File: src/core/plb_regs.svh
`ifndef PLB_REGS_SVH
`define PLB_REGS_SVH

// ==========================================================
// Register offsets
`define PLB_ADDR_W          8
`define PLB_DATA_W          16
`define PLB_ADDR_CTRL       8'h39
`define PLB_ADDR_TOTAL      8'h3A

// ==========================================================
// Control and status field positions
`define PLB_BIT_ENABLE      0
`define PLB_BIT_MODE        1
`define PLB_BIT_OVERFLOW    2
`define PLB_BIT_LOCKED      4
`define PLB_BIT_SYNC_LOST   5
`define PLB_BIT_SNAP        7
`define PLB_BIT_CLEAR       8
`define PLB_ERR_LSB         7
`define PLB_ERR_MSB         14

// ==========================================================
// Reset values and limits
`define PLB_CTRL_RESET      16'h0000
`define PLB_TOTAL_RESET     16'h0000
`define PLB_ERR_RESET       8'h00
`define PLB_ERR_MAX         16'h00FF
`define PLB_TOTAL_MAX       16'hFFFF

// ==========================================================
// Sequence tracking counts, in bytes
`define PLB_LOCK_BYTES      4
`define PLB_LOSS_BYTES      4

`endif

File: src/core/plb_pkg.sv
// ==========================================================
// Shared types of the loopback byte checker
package plb_pkg;

    // Register port request, one cycle per access
    typedef struct packed {
        logic [7:0]  addr;
        logic [15:0] wdata;
        logic        wr;
        logic        rd;
    } plb_bus_req_t;

    // Returned loopback byte with its valid qualifier
    typedef struct packed {
        logic       valid;
        logic [7:0] data;
    } plb_stream_t;

    // Sequence tracker states, one-hot
    typedef enum logic [2:0] {
        PLB_IDLE   = 3'b001,
        PLB_HUNT   = 3'b010,
        PLB_LOCKED = 3'b100
    } plb_sync_state_t;

endpackage : plb_pkg

File: src/core/plb_seq_sync.sv
`timescale 1ns/1ps
`default_nettype none
`include "plb_regs.svh"

module plb_seq_sync #(
    parameter int LOCK_BYTES = `PLB_LOCK_BYTES,
    parameter int LOSS_BYTES = `PLB_LOSS_BYTES
) (
    input  wire logic                ref_clk,
    input  wire logic                reset,
    input  wire logic                enable,
    input  wire plb_pkg::plb_stream_t rx,
    output var  logic                byte_err,
    output var  logic                locked,
    output var  logic                sync_lost_evt
);

    // ==========================================================
    // Byte predictor: x^15 + x^14 + 1, first bit in the MSB
    function automatic logic [7:0] plb_predict(input logic [15:0] hist);
        logic [15:0] h;
        logic [7:0]  p;
        h = hist;
        p = 8'h00;
        for (int i = 7; i >= 0; i--) begin
            p[i] = h[13] ^ h[14];
            h    = {h[14:0], p[i]};
        end
        return p;
    endfunction : plb_predict

    plb_pkg::plb_sync_state_t state;
    plb_pkg::plb_sync_state_t next_state;
    logic [15:0]              hist;
    logic [1:0]               primed;
    logic [7:0]               run_cnt;

    // ==========================================================
    // Compare the received byte with the prediction
    wire logic [7:0] expect_byte = plb_predict(hist);
    wire logic       matched     = (expect_byte == rx.data);
    wire logic       take        = enable && rx.valid;
    wire logic       hunt_ok     = (primed == 2'h2) && matched;
    wire logic       lock_hit    = hunt_ok && (run_cnt == 8'(LOCK_BYTES - 1));
    wire logic       loss_hit    = !matched && (run_cnt == 8'(LOSS_BYTES - 1));
    // Locked tracking runs on its own prediction so one bad byte counts once
    wire logic [7:0] hist_in     = state[2] ? expect_byte : rx.data;

    // Next state selection
    always_comb begin
        next_state = state;
        if (!enable) begin
            next_state = plb_pkg::PLB_IDLE;
        end else begin
            unique case (state)
                plb_pkg::PLB_IDLE:   next_state = plb_pkg::PLB_HUNT;
                plb_pkg::PLB_HUNT:   if (take && lock_hit) next_state = plb_pkg::PLB_LOCKED;
                plb_pkg::PLB_LOCKED: if (take && loss_hit) next_state = plb_pkg::PLB_HUNT;
                default:             next_state = plb_pkg::PLB_IDLE;
            endcase
        end
    end

    // State and history registers
    always_ff @(posedge ref_clk) begin
        if (reset) begin
            state   <= plb_pkg::PLB_IDLE;
            hist    <= 16'h0000;
            primed  <= 2'h0;
            run_cnt <= 8'h00;
        end else begin
            state <= next_state;
            if (!enable || state[0]) begin
                primed  <= 2'h0;
                run_cnt <= 8'h00;
            end else if (take) begin
                hist <= {hist[7:0], hist_in};
                if (primed != 2'h2) primed <= primed + 2'h1;
                if (state[1]) run_cnt <= (hunt_ok && !lock_hit) ? run_cnt + 8'h01 : 8'h00;
                else          run_cnt <= (!matched && !loss_hit) ? run_cnt + 8'h01 : 8'h00;
            end
        end
    end

    // Registered outputs
    always_ff @(posedge ref_clk) begin
        if (reset) begin
            byte_err      <= 1'b0;
            locked        <= 1'b0;
            sync_lost_evt <= 1'b0;
        end else begin
            byte_err      <= take && state[2] && !matched;
            locked        <= next_state[2];
            sync_lost_evt <= take && state[2] && loss_hit && enable;
        end
    end

endmodule : plb_seq_sync
`default_nettype wire

File: config.mk
export PLATFORM = sky130hd
export DESIGN_NAME = plb_seq_sync
export DESIGN_NICKNAME = d
export VERILOG_FILES = /design/src/core/plb_pkg.sv /design/src/core/plb_seq_sync.sv
export VERILOG_INCLUDE_DIRS = /design/src /design/src/core
export SDC_FILE = /design/constraint.sdc
export NUM_CORES = 1
export LEC_CHECK = 0
export BUFFER_PORTS_ARGS = -buffer_cell sky130_fd_sc_hd__buf_2
export CAP_MARGIN = 10
export CORE_MARGIN = 1
export CORE_UTILIZATION = 62
export CTS_BUF_LIST = sky130_fd_sc_hd__clkbuf_8
export CTS_CLUSTER_SIZE = 8
export DETAILED_ROUTE_END_ITERATION = 16
export GPL_TIMING_DRIVEN = 0
export PLACE_DENSITY = 0.91
export REMOVE_ABC_BUFFERS = 1
export SETUP_SLACK_MARGIN = 0.05
export SLEW_MARGIN = 25
export SYNTH_ARGS = -nofsm -noshare
export SYNTH_HDL_FRONTEND = slang
export SYNTH_SLANG_ARGS = --single-unit
export TNS_END_PERCENT = 50
File: constraint.sdc
create_clock -name ref_clk -period 5.3 [get_ports ref_clk]
set_input_delay 0.795 -clock ref_clk [delete_from_list [all_inputs] [get_ports ref_clk]]
set_output_delay 0.795 -clock ref_clk [all_outputs]
set_load 0.03 [all_outputs]
==> impl_metrics.sql, run 1 <==
INSERT INTO impl_metrics (metric_group, metric, value, unit) VALUES
('critical_path', 'cpPeakStageDelay', '0.57', 'ns'),
('power', 'total_power_after_layout', '0.000449', 'W'),
('route', 'drt-pass1-iter-count', '4', ''),
('synthesis', 'yosys_warn_count', '0', ''),
('run_status', 'run_status', 'finished, final reports clean', ''),
('sta', 'final.setup.tns', '0', 'ns'),
('critical_path', 'ff2ff_setup_slack', '2.79', 'ns'),
('floorplan', 'core.rowCount', '18', ''),
('sta', 'actual_slew_at_the_worst_max_slew_pin', '0.956', 'ns'),
('power', 'internal_power', '0.000343', 'W'),
('clock_tree', 'cts.reportedPaths.clkPinSlew', '0.06', 'ns'),
('global_routing', 'global_route.usage.total', '0.276', ''),
('clock_tree', 'cts.hold.buffers_added', '0', ''),
('floorplan', 'die_height', '53.3', 'um'),
('critical_path', 'cells_along_the_critical_path', 'buf_2 > xor2_1 > or3_4 > a2111oi_4 > mux2_4 > and3_1 > a221o_1', ''),
('sta', 'max_clock_skew', '0.00625', 'ns'),
('finish', 'final_nets', '216', ''),
('power', 'power.share.combinational', '0.068', ''),
('global_routing', 'grt_first_pass_wirelength', '5530', 'um'),
('route', 'wl_per_cell', '14.8', 'um'),
('sta', 'final-hold-violation-count', '0', ''),
('clock_tree', 'cts_made_buffers', '5', ''),
('power', 'seq_power_share', '0.517', ''),
('critical_path', 'setup.worst_path.start', 'rx[4]', ''),
('route', 'vias', '1367', ''),
('critical_path', 'arr_time_crit_path', '2.86', 'ns'),
('critical_path', 'cell_with_the_largest_stage_delay_on_the_worst_path', 'sky130_fd_sc_hd__a2111oi_4', ''),
('global_routing', 'global_route.overflow_total', '0', ''),
('critical_path', 'start_kind', 'primary input', ''),
('sta', 'drv_slew', '0', ''),
('critical_path', 'critical_path_peak_fanout', '10', ''),
('place', 'place.port_buffers', '14', ''),
('synthesis', 'synthCells', '194', ''),
('critical_path', 'setup.worst_path.class', 'primary input to flip-flop', ''),
('floorplan', 'placeableCoreArea', '2480', 'um^2'),
('clock_tree', 'clock_insertion_delay_worst_skew', '0.28', 'ns'),
('place', 'gp_congestion', '0.768', ''),
('route', 'antenna_violating_nets_post_route', '0', ''),
('global_routing', 'grt_pass1_vias', '1241', ''),
('finish', 'syn_to_final_growth', '7.52', '%'),
('floorplan', 'num_io_pins', '15', ''),
('global_routing', 'largest_net_degree_at_the_start_of_global_routing', '25', ''),
('clock_tree', 'tritoncts', 'done', ''),
('power', 'power.leakage', '0.613', 'nW'),
('power', 'share_of_total_power_in_the_clock_network', '0.415', ''),
('critical_path', 'worst_r2r_src', 'hist[10]', ''),
('critical_path', 'crit_required', '5.47', 'ns'),
('sta', 'rsz0062_at_grt', 'no', ''),
('sta', 'maximum_achievable_frequency', '372', 'MHz'),
('worst_hold_path', 'holdPathStages', '2', ''),
('route', 'routed_wl', '3450', 'um'),
('sta', 'final.min_clock_period', '2.69', 'ns'),
('critical_path', 'worst-r2r-cell-count', '6', ''),
('route', 'first_iter_violations', '42', ''),
('synthesis', 'synth.lib_cells_used.distinct', '35', ''),
('critical_path', 'crit-reg2reg-capture', 'run_cnt[6]', ''),
('flow_run', 'cap_viol_max_count', '0', ''),
('floorplan', 'die_w', '53.3', 'um'),
('finish', 'layout_commonest_cell', 'sky130_fd_sc_hd__nand2_1', ''),
('power', 'power_density', '256', 'nW/um^2'),
('synthesis', 'synth_area', '1630', 'um^2'),
('sta', 'relSlewSlack', '0.360', ''),
('floorplan', 'die_area', '2840', 'um^2'),
('sta', 'final_min_period_over_clock_period', '0.508', ''),
('clock_tree', 'resize_count_post_cts', '0', ''),
('critical_path', 'cp.depth', '7', ''),
('critical_path', 'critPathCapture', 'run_cnt[6]', ''),
('clock_tree', 'ctsRootBufferMaster', 'sky130_fd_sc_hd__clkbuf_8', ''),
('worst_hold_path', 'worst_min_delay_path_category', 'flip-flop to flip-flop', ''),
('critical_path', 'cp_num_buf_inv', '1', ''),
('synthesis', 'synth_seq_area_share', '0.368', '');
[area by class of cell]
type / count / area, um^2
Sequential cell: 30 / 601
Tap cell: 30 / 37.5
Timing Repair Buffer: 14 / 70.1
Clock inverter: 2 / 8.76
Multi-Input combinational cell: 148 / 942
Clock buffer: 6 / 82.6
Inverter: 3 / 11.3
Fill cell: 197 / 724
[flip-flops by register name (all words and copies together), names as in the netlist]
name / flops
hist: 15
run_cnt: 8
sync_lost_evt: 1
primed: 2
state: 3
byte_err: 1
[synth_stat cells (all sizes together)]
cell type	n	share of area
nor4b	1	0.0054
dfxtp	30	0.37
clkbuf	8	0.018
ha	2	0.015
a21oi	22	0.068
a22oi	1	0.0046
inv	3	0.0069
mux2i	1	0.0061
and3	5	0.019
nor3	6	0.018
a31oi	4	0.015
xnor2	11	0.059
a21o	1	0.0054
o211ai	9	0.041
xor2	3	0.016
buf	5	0.028
or2	3	0.012
nand4	2	0.012
nand3	6	0.018
nand2b	4	0.015
a2111oi	1	0.017
or4	1	0.0046
nor2	13	0.030
xnor3	4	0.057
or3	1	0.0069
mux2	2	0.018
o21ai	5	0.015
a221o	1	0.0061
nand2	38	0.087
a211oi	1	0.0046
[metal layers]
metal  share of wire  wire, um  global-route usage
met3           0.043       149              0.0632
met4           0.015        52               0.118
met2            0.50      1730               0.458
met1            0.44      1510               0.337
met5               0         0                   0
[metrics by stage]
step | hold WS (ns) | util | setup slack, ns | instance area (um^2) | std cells
5_1_grt | 0.482 | 0.708 | 2.56 | 1750 | 233
2_1_floorplan | 0.426 | - | 2.62 | 1550 | 181
3_3_place_gp | 0.436 | 0.671 | 2.39 | 1660 | 225
3_5_place_dp | 0.445 | 0.671 | 2.36 | 1660 | 225
6_report | 0.459 | 0.708 | 2.61 | 1750 | 233
4_1_cts | 0.458 | 0.708 | 2.62 | 1750 | 233
[logic make-up (layout without fill, tap and decap cells)]
group | count (synthesis) | count (layout) | share of synthesized area
xor+xnor | 18 | 18 | 0.132
flops | 30 | 30 | 0.368
mux | 3 | 3 | 0.0246
simple gates | 80 | 80 | 0.229
buf+inv | 16 | 25 | 0.0537
compound gates | 45 | 45 | 0.177
fa+ha+maj | 2 | 2 | 0.0153
[power by group through the flow]
stage / Combinational, W / Clock [W] / Sequential [W]
final: 0.0000304 / 0.000186 / 0.000232
after global routing: 0.0000331 / 0.000199 / 0.000232
after CTS: 0.0000302 / 0.000188 / 0.000232
after detailed placement: 0.0000297 / 0 / 0.000237
after global placement: 0.0000281 / 0 / 0.000237
after floorplan: 0.0000182 / 0 / 0.000236
[worst reg2reg max path, delay by kind of cell, from the launching register on]
family          cells  cell delay, ns
mux                 1            0.40
simple gates        2            0.57
flops               1            0.47
xor+xnor            1            0.14
compound gates      2            0.82
[worst min-delay path by stage]
stage | start | end
2_1_floorplan | hist[0] | hist[0]
3_3_place_gp | hist[0] | hist[8]
3_5_place_dp | hist[5] | hist[5]
4_1_cts | hist[5] | hist[5]
5_1_grt | hist[3] | hist[3]
6_report | hist[0] | hist[0]
Note: power is estimated with default switching activity, not from simulation.
==> run 2, diff against run 1 <==
--- a/config.mk
+++ b/config.mk
@@ -9,12 +9,12 @@
 export BUFFER_PORTS_ARGS = -buffer_cell sky130_fd_sc_hd__buf_2
 export CAP_MARGIN = 10
 export CORE_MARGIN = 1
-export CORE_UTILIZATION = 62
+export CORE_UTILIZATION = 55
 export CTS_BUF_LIST = sky130_fd_sc_hd__clkbuf_8
 export CTS_CLUSTER_SIZE = 8
 export DETAILED_ROUTE_END_ITERATION = 16
 export GPL_TIMING_DRIVEN = 0
-export PLACE_DENSITY = 0.91
+export PLACE_DENSITY = 0.86
 export REMOVE_ABC_BUFFERS = 1
 export SETUP_SLACK_MARGIN = 0.05
 export SLEW_MARGIN = 25
==> constraint.sdc (replaced) <==
create_clock -name ref_clk -period 2.2 [get_ports ref_clk]
set_input_delay 0.33 -clock ref_clk [delete_from_list [all_inputs] [get_ports ref_clk]]
set_output_delay 0.33 -clock ref_clk [all_outputs]
set_load 0.03 [all_outputs]
==> impl_metrics.sql, run 2 (same netlist as run 1, synthesis figures left out) <==
INSERT INTO impl_metrics (metric_group, metric, value, unit) VALUES
('run_status', 'run_status', 'finished, final reports clean', ''),
('route', 'via_per_inst', '5.64', ''),
('clock_tree', 'clock_insertion_delay_worst_skew', '0.29', 'ns'),
('critical_path', 'cp_num_buf_inv', '0', ''),
('sta', 'maximum_achievable_frequency', '468', 'MHz'),
('critical_path', 'crit_required', '2.37', 'ns'),
('sta', 'final_min_period_over_clock_period', '0.972', ''),
('floorplan', 'num_io_pins', '15', ''),
('critical_path', 'cpPeakStageDelay', '0.38', 'ns'),
('critical_path', 'setup.worst_path.class', 'flip-flop to flip-flop', ''),
('sta', 'timing.final.setup_violations', '0', ''),
('sta', 'max_clock_skew', '0.00873', 'ns'),
('clock_tree', 'clk_path_buf_depth', '2', ''),
('clock_tree', 'tritoncts', 'done', ''),
('power', 'power_density', '593', 'nW/um^2'),
('global_routing', 'grt_pass1_vias', '1316', ''),
('floorplan', 'die_area', '3190', 'um^2'),
('finish', 'layout_commonest_cell', 'sky130_fd_sc_hd__nand2_1', ''),
('global_routing', 'antenna_violations_before_repair', '0', ''),
('floorplan', 'die_w', '56.4', 'um'),
('finish', 'final_nets', '223', ''),
('finish', 'instances_no_fill', '241', ''),
('route', 'first_iter_violations', '63', ''),
('finish', 'number_of_fill_cells_in_the_layout', '254', ''),
('clock_tree', 'cts_made_buffers', '5', ''),
('global_routing', 'largest_net_degree_at_the_start_of_global_routing', '25', ''),
('critical_path', 'end_kind', 'flip-flop', ''),
('critical_path', 'start_kind', 'flip-flop', ''),
('route', 'wl_per_cell', '13.4', 'um'),
('place', 'dpl.cell_count', '226', ''),
('sta', 'fin_ws', '0.0616', 'ns'),
('finish', 'final_util', '0.664', ''),
('place', 'place.port_buffers', '14', ''),
('floorplan', 'placeableCoreArea', '2780', 'um^2'),
('sta', 'rsz0062_at_grt', 'yes', ''),
('global_routing', 'global_route.overflow_total', '0', ''),
('power', 'vdd_ir_drop_max', '541', 'uV'),
('floorplan', 'die_height', '56.4', 'um'),
('place', 'gp_congestion', '0.799', ''),
('finish', 'antenna-diode-count', '0', ''),
('finish', 'syn_to_final_growth', '13.2', '%'),
('route', 'detail_route.drc_violations', '0', ''),
('place', 'dp_worst_setup_slack', '-0.263', 'ns'),
('critical_path', 'cells_along_the_critical_path', 'xor2_2 > or3_4 > a2111oi_4 > mux2_4 > and3_4 > a221o_1', ''),
('finish', 'number_of_flip_flops_under_the_largest_register_name', '15', ''),
('global_routing', 'global_route.usage.total', '0.233', ''),
('clock_tree', 'ctsRootBufferMaster', 'sky130_fd_sc_hd__clkbuf_8', ''),
('sta', 'final.min_clock_period', '2.14', 'ns'),
('route', 'vias', '1359', ''),
('route', 'routed_wl', '3230', 'um'),
('sta', 'final-hold-violation-count', '0', ''),
('place', 'dpl-instance-area', '1660', 'um^2'),
('power', 'power.leakage', '0.647', 'nW'),
('worst_hold_path', 'worst_min_delay_path_category', 'primary input to flip-flop', ''),
('critical_path', 'arr_time_crit_path', '2.31', 'ns'),
('critical_path', 'critPathTopFamily', 'compound AO/OA/AOI/OAI gates', ''),
('clock_tree', 'number_of_sinks_on_the_clock_net', '30', ''),
('place', 'hpwl', '2010', 'um'),
('sta', 'relSlewSlack', '0.339', ''),
('finish', 'final_cell_mix', 'sky130_fd_sc_hd__nand2_1 (38), sky130_fd_sc_hd__dfxtp_1 (26), sky130_fd_sc_hd__a21oi_1 (20), sky130_fd_sc_hd__buf_2 (14), sky130_fd_sc_hd__nor2_1 (13)', ''),
('clock_tree', 'ctsHtreeMaxLevel', '2', ''),
('clock_tree', 'cts.reportedPaths.clkPinSlew', '0.07', 'ns'),
('floorplan', 'start_util', '0.586', ''),
('route', 'antenna_violating_nets_post_route', '0', ''),
('sta', 'actual_slew_at_the_worst_max_slew_pin', '0.988', 'ns'),
('floorplan', 'core.rowCount', '19', ''),
('route', 'drt-pass1-iter-count', '4', ''),
('finish', 'finished_cell_area', '1850', 'um^2'),
('critical_path', 'cell_with_the_largest_stage_delay_on_the_worst_path', 'sky130_fd_sc_hd__or3_4', ''),
('critical_path', 'critical_path_peak_fanout', '4', ''),
('finish', 'post_route_cells_drive_above_1_share', '0.233', ''),
('sta', 'drv_slew', '0', ''),
('finish', 'reg.largest.list', 'hist: 15 flops, run_cnt: 8 flops, state: 3 flops', ''),
('global_routing', 'grt_first_pass_wirelength', '5690', 'um'),
('finish', 'regMostFlops', 'hist', ''),
('flow_run', 'cap_viol_max_count', '0', '');
==> run 2: changes by cell type in the layout (fill, tap and decap cells not counted), moves of 2 or more <==
| cell | change |
|---|---|
| sky130_fd_sc_hd__dfxtp_2 | +2 |
| sky130_fd_sc_hd__dfxtp_4 | +2 |
| sky130_fd_sc_hd__a21oi_1 | -2 |
| sky130_fd_sc_hd__dfxtp_1 | -4 |
| sky130_fd_sc_hd__buf_4 | +7 |
| sky130_fd_sc_hd__a21oi_2 | +2 |
==> run 2: final cells by class <==
type                            instances  area, um^2  share of cell area
Timing Repair Buffer                   21         123              0.0664
Sequential cell                        30         611               0.331
Clock inverter                          2        12.5             0.00678
Clock buffer                            6        82.6              0.0447
Tap cell                               31        38.8              0.0210
Inverter                                3        11.3             0.00610
Multi-Input combinational cell        148         967               0.524
==> run 2: what timing repair did <==
action,in CTS,in global routing
resized for setup,6,5
setup buffers,5,2
pin swaps,4,3
setup endpoints to repair,8,8
hold buffers,0,0
==> run 2: routing by layer <==
metal	share of wire	GRT usage	vias up	wire, um
met5	0	0	-	0
met4	0.030	0.146	0	97
met3	0.039	0.0576	11	125
met2	0.47	0.370	24	1520
met1	0.46	0.279	624	1490
li1	-	-	700	-
==> run 2: per-stage QoR <==
stage | hold slack [ns] | power, W | TNS (ns)
finish | 0.385 | 0.00109 | 0
global route | 0.384 | 0.00115 | -0.0119
CTS | 0.379 | 0.00111 | 0
detailed placement | 0.445 | 0.000642 | -0.428
global placement | 0.440 | 0.000640 | -0.442
floorplan | 0.399 | 0.000613 | -0.0814
==> run 2: worst register-to-register path, stage by stage (launching register included) <==
cell                        delay, ns
sky130_fd_sc_hd__dfxtp_4         0.36
sky130_fd_sc_hd__xor2_2          0.15
sky130_fd_sc_hd__or3_4           0.38
sky130_fd_sc_hd__a2111oi_4       0.36
sky130_fd_sc_hd__mux2_4          0.36
sky130_fd_sc_hd__and3_4          0.17
sky130_fd_sc_hd__a221o_1         0.24
==> run 2: path summary, 6_finish.rpt <==
kind | from | to | slack, ns | cells after the start
worst max-delay path | hist[10] | run_cnt[6] | 0.06 | 6
worst min register to register | hist[2] | hist[10] | 0.44 | 2
worst min-delay path | rx[0] | hist[0] | 0.38 | 3
worst max register to register | hist[10] | run_cnt[6] | 0.06 | 6
==> run 2: power by group <==
| group | internal (W) | switching [W] |
|---|---|---|
| logic | 0.0000341 | 0.0000429 |
| clock network | 0.000251 | 0.000209 |
| registers | 0.000547 | 0.00000939 |
| total | 0.000832 | 0.000262 |
==> run 3, diff against run 2 <==
--- a/config.mk
+++ b/config.mk
@@ -9,15 +9,14 @@
 export BUFFER_PORTS_ARGS = -buffer_cell sky130_fd_sc_hd__buf_2
 export CAP_MARGIN = 10
 export CORE_MARGIN = 1
-export CORE_UTILIZATION = 55
+export CORE_UTILIZATION = 61
 export CTS_BUF_LIST = sky130_fd_sc_hd__clkbuf_8
 export CTS_CLUSTER_SIZE = 8
 export DETAILED_ROUTE_END_ITERATION = 16
 export GPL_TIMING_DRIVEN = 0
-export PLACE_DENSITY = 0.86
+export PLACE_DENSITY = 0.9
 export REMOVE_ABC_BUFFERS = 1
 export SETUP_SLACK_MARGIN = 0.05
-export SLEW_MARGIN = 25
 export SYNTH_ARGS = -nofsm -noshare
 export SYNTH_HDL_FRONTEND = slang
 export SYNTH_SLANG_ARGS = --single-unit
==> constraint.sdc (replaced) <==
create_clock -name ref_clk -period 2.1 [get_ports ref_clk]
set_input_delay 0.315 -clock ref_clk [delete_from_list [all_inputs] [get_ports ref_clk]]
set_output_delay 0.315 -clock ref_clk [all_outputs]
set_load 0.03 [all_outputs]
==> impl_metrics.sql, run 3 (same netlist as run 1, synthesis figures left out) <==
INSERT INTO impl_metrics (metric_group, metric, value, unit) VALUES
('run_status', 'run_status', 'complete, but fails checks', ''),
('run_status', 'violations', 'setup timing', ''),
('route', 'antenna_violating_nets_post_route', '0', ''),
('flow_run', 'cap_viol_max_count', '0', ''),
('critical_path', 'critical_path_peak_fanout', '4', ''),
('sta', 'relSlewSlack', '0.309', ''),
('sta', 'timing.final.setup_violations', '1', ''),
('sta', 'rsz0062_at_grt', 'yes', ''),
('clock_tree', 'tritoncts', 'done', ''),
('route', 'via_per_inst', '5.87', ''),
('critical_path', 'cell_with_the_largest_stage_delay_on_the_worst_path', 'sky130_fd_sc_hd__or3_4', ''),
('finish', 'post_route_cells_drive_above_1_share', '0.254', ''),
('global_routing', 'largest_net_degree_at_the_start_of_global_routing', '25', ''),
('critical_path', 'critPathTopFamily', 'compound AO/OA/AOI/OAI gates', ''),
('sta', 'drv_slew', '0', ''),
('sta', 'maximum_achievable_frequency', '461', 'MHz'),
('place', 'place.port_buffers', '14', ''),
('worst_hold_path', 'worst_min_delay_path_category', 'primary input to flip-flop', ''),
('route', 'routed_wl', '3540', 'um'),
('floorplan', 'die_area', '2880', 'um^2'),
('sta', 'fin_ws', '-0.0691', 'ns'),
('critical_path', 'crit_required', '2.27', 'ns'),
('finish', 'antenna-diode-count', '0', ''),
('clock_tree', 'ctsRootBufferMaster', 'sky130_fd_sc_hd__clkbuf_8', ''),
('place', 'hpwl', '2210', 'um'),
('finish', 'final_util', '0.748', ''),
('sta', 'max_clock_skew', '0.00761', 'ns'),
('worst_hold_path', 'critical_hold_path_startpoint', 'rx[3]', ''),
('critical_path', 'cells_along_the_critical_path', 'xor2_2 > or3_4 > a2111oi_4 > mux2_4 > and3_4 > a221o_1', ''),
('critical_path', 'worst_r2r_src', 'hist[12]', ''),
('clock_tree', 'clk_path_buf_depth', '2', ''),
('floorplan', 'die_w', '53.7', 'um'),
('critical_path', 'end_kind', 'flip-flop', ''),
('clock_tree', 'ctsHtreeMaxLevel', '2', ''),
('finish', 'number_of_fill_cells_in_the_layout', '174', ''),
('global_routing', 'grt_pass1_vias', '1275', ''),
('place', 'gp_congestion', '0.769', ''),
('critical_path', 'start_kind', 'flip-flop', ''),
('sta', 'final_min_period_over_clock_period', '1.03', ''),
('finish', 'number_of_flip_flops_under_the_largest_register_name', '15', ''),
('critical_path', 'setup.worst_path.start', 'hist[12]', ''),
('finish', 'regMostFlops', 'hist', ''),
('critical_path', 'arr_time_crit_path', '2.33', 'ns'),
('finish', 'reg.largest.list', 'hist: 15 flops, run_cnt: 8 flops, state: 3 flops', ''),
('critical_path', 'cp_num_buf_inv', '0', ''),
('sta', 'actual_slew_at_the_worst_max_slew_pin', '1.03', 'ns'),
('floorplan', 'die_height', '53.7', 'um'),
('route', 'first_iter_violations', '40', ''),
('critical_path', 'setup.worst_path.class', 'flip-flop to flip-flop', ''),
('route', 'wl_per_cell', '14.8', 'um'),
('floorplan', 'placeableCoreArea', '2500', 'um^2'),
('clock_tree', 'cts.hold.buffers_added', '0', ''),
('finish', 'final_nets', '223', ''),
('global_routing', 'grt_first_pass_wirelength', '5600', 'um'),
('finish', 'instances_no_fill', '239', ''),
('floorplan', 'start_util', '0.652', ''),
('clock_tree', 'cts_made_buffers', '5', ''),
('power', 'vdd_ir_drop_max', '606', 'uV'),
('global_routing', 'global_route.usage.total', '0.280', ''),
('finish', 'syn_to_final_growth', '14.7', '%'),
('floorplan', 'core.rowCount', '18', ''),
('global_routing', 'antenna_violations_before_repair', '0', ''),
('clock_tree', 'number_of_sinks_on_the_clock_net', '30', ''),
('floorplan', 'num_io_pins', '15', ''),
('route', 'drt-pass1-iter-count', '4', ''),
('place', 'dpl.cell_count', '225', ''),
('global_routing', 'global_route.overflow_total', '0', ''),
('finish', 'layout_commonest_cell', 'sky130_fd_sc_hd__nand2_1', ''),
('clock_tree', 'clock_insertion_delay_worst_skew', '0.28', 'ns'),
('power', 'power_density', '581', 'nW/um^2'),
('power', 'total_power_after_layout', '0.00109', 'W'),
('route', 'detail_route.drc_violations', '0', ''),
('critical_path', 'cpPeakStageDelay', '0.38', 'ns'),
('route', 'vias', '1402', ''),
('clock_tree', 'cts.reportedPaths.clkPinSlew', '0.06', 'ns'),
('power', 'power.leakage', '0.647', 'nW'),
('sta', 'final.min_clock_period', '2.17', 'ns'),
('finish', 'final_cell_mix', 'sky130_fd_sc_hd__nand2_1 (38), sky130_fd_sc_hd__dfxtp_1 (24), sky130_fd_sc_hd__a21oi_1 (18), sky130_fd_sc_hd__buf_2 (14), sky130_fd_sc_hd__nor2_1 (13)', ''),
('sta', 'final-hold-violation-count', '0', '');
run 3: cell count changes in the layout (fill, tap and decap cells not counted), moves of 2 or more:
cell,change
sky130_fd_sc_hd__inv_1,+2
sky130_fd_sc_hd__a21oi_1,-2
sky130_fd_sc_hd__dfxtp_1,-2
sky130_fd_sc_hd__a21oi_2,+2
run 3: what timing repair did:
item	CTS	global route
pin swaps	12	3
endpoints found under the setup margin	9	10
buffers inserted	7	0
resized for setup	15	6
run 3: worst reg2reg max path, delay by kind of cell (launching register included):
family / cells / cell delay, ns
mux: 1 / 0.37
xor+xnor: 1 / 0.15
compound gates: 2 / 0.63
flops: 1 / 0.35
simple gates: 2 / 0.56
run 3: worst paths after layout:
check / to / slack (ns) / depth (start not counted)
worst max-delay path: run_cnt[6] / -0.07 / 6
worst max register to register: run_cnt[6] / -0.07 / 6
worst min-delay path: hist[3] / 0.37 / 3
worst min register to register: hist[12] / 0.45 / 2
run 3: where the power goes:
part | switching, W | internal [W] | total [W] | leakage, nW
logic | 0.0000472 | 0.0000399 | 0.0000872 | 0.354
registers | 0.00000954 | 0.000572 | 0.000582 | 0.246
clock network | 0.000200 | 0.000218 | 0.000418 | 0.0466
total | 0.000257 | 0.000830 | 0.00109 | 0.647
run 3: metal layers:
metal / track usage / part of all wire / up-vias
met1: 0.317 / 0.43 / 660
met4: 0.0965 / 0.023 / 0
met2: 0.477 / 0.49 / 36
met3: 0.105 / 0.053 / 8
met5: 0 / 0 / -
li1: - / - / 698
run 3: through the flow:
| stage | worst slack (ns) | TNS (ns) | cell area [um^2] | hold WS, ns |
|---|---|---|---|---|
| after CTS | -0.0576 | -0.0721 | 1850 | 0.364 |
| after global placement | -0.323 | -0.875 | 1660 | 0.435 |
| after floorplan | -0.181 | -0.181 | 1550 | 0.384 |
| after global routing | -0.123 | -0.356 | 1870 | 0.393 |
| after detailed placement | -0.370 | -1.08 | 1660 | 0.447 |
| final | -0.0691 | -0.0691 | 1870 | 0.375 |
run 3: layout make-up:
type | count | area (um^2) | share of cell area
Inverter | 3 | 11.3 | 0.00602
Multi-Input combinational cell | 148 | 1010 | 0.538
Clock buffer | 5 | 68.8 | 0.0368
Sequential cell | 30 | 616 | 0.329
Clock inverter | 2 | 7.51 | 0.00401
Tap cell | 30 | 37.5 | 0.0201
Timing Repair Buffer | 21 | 123 | 0.0656
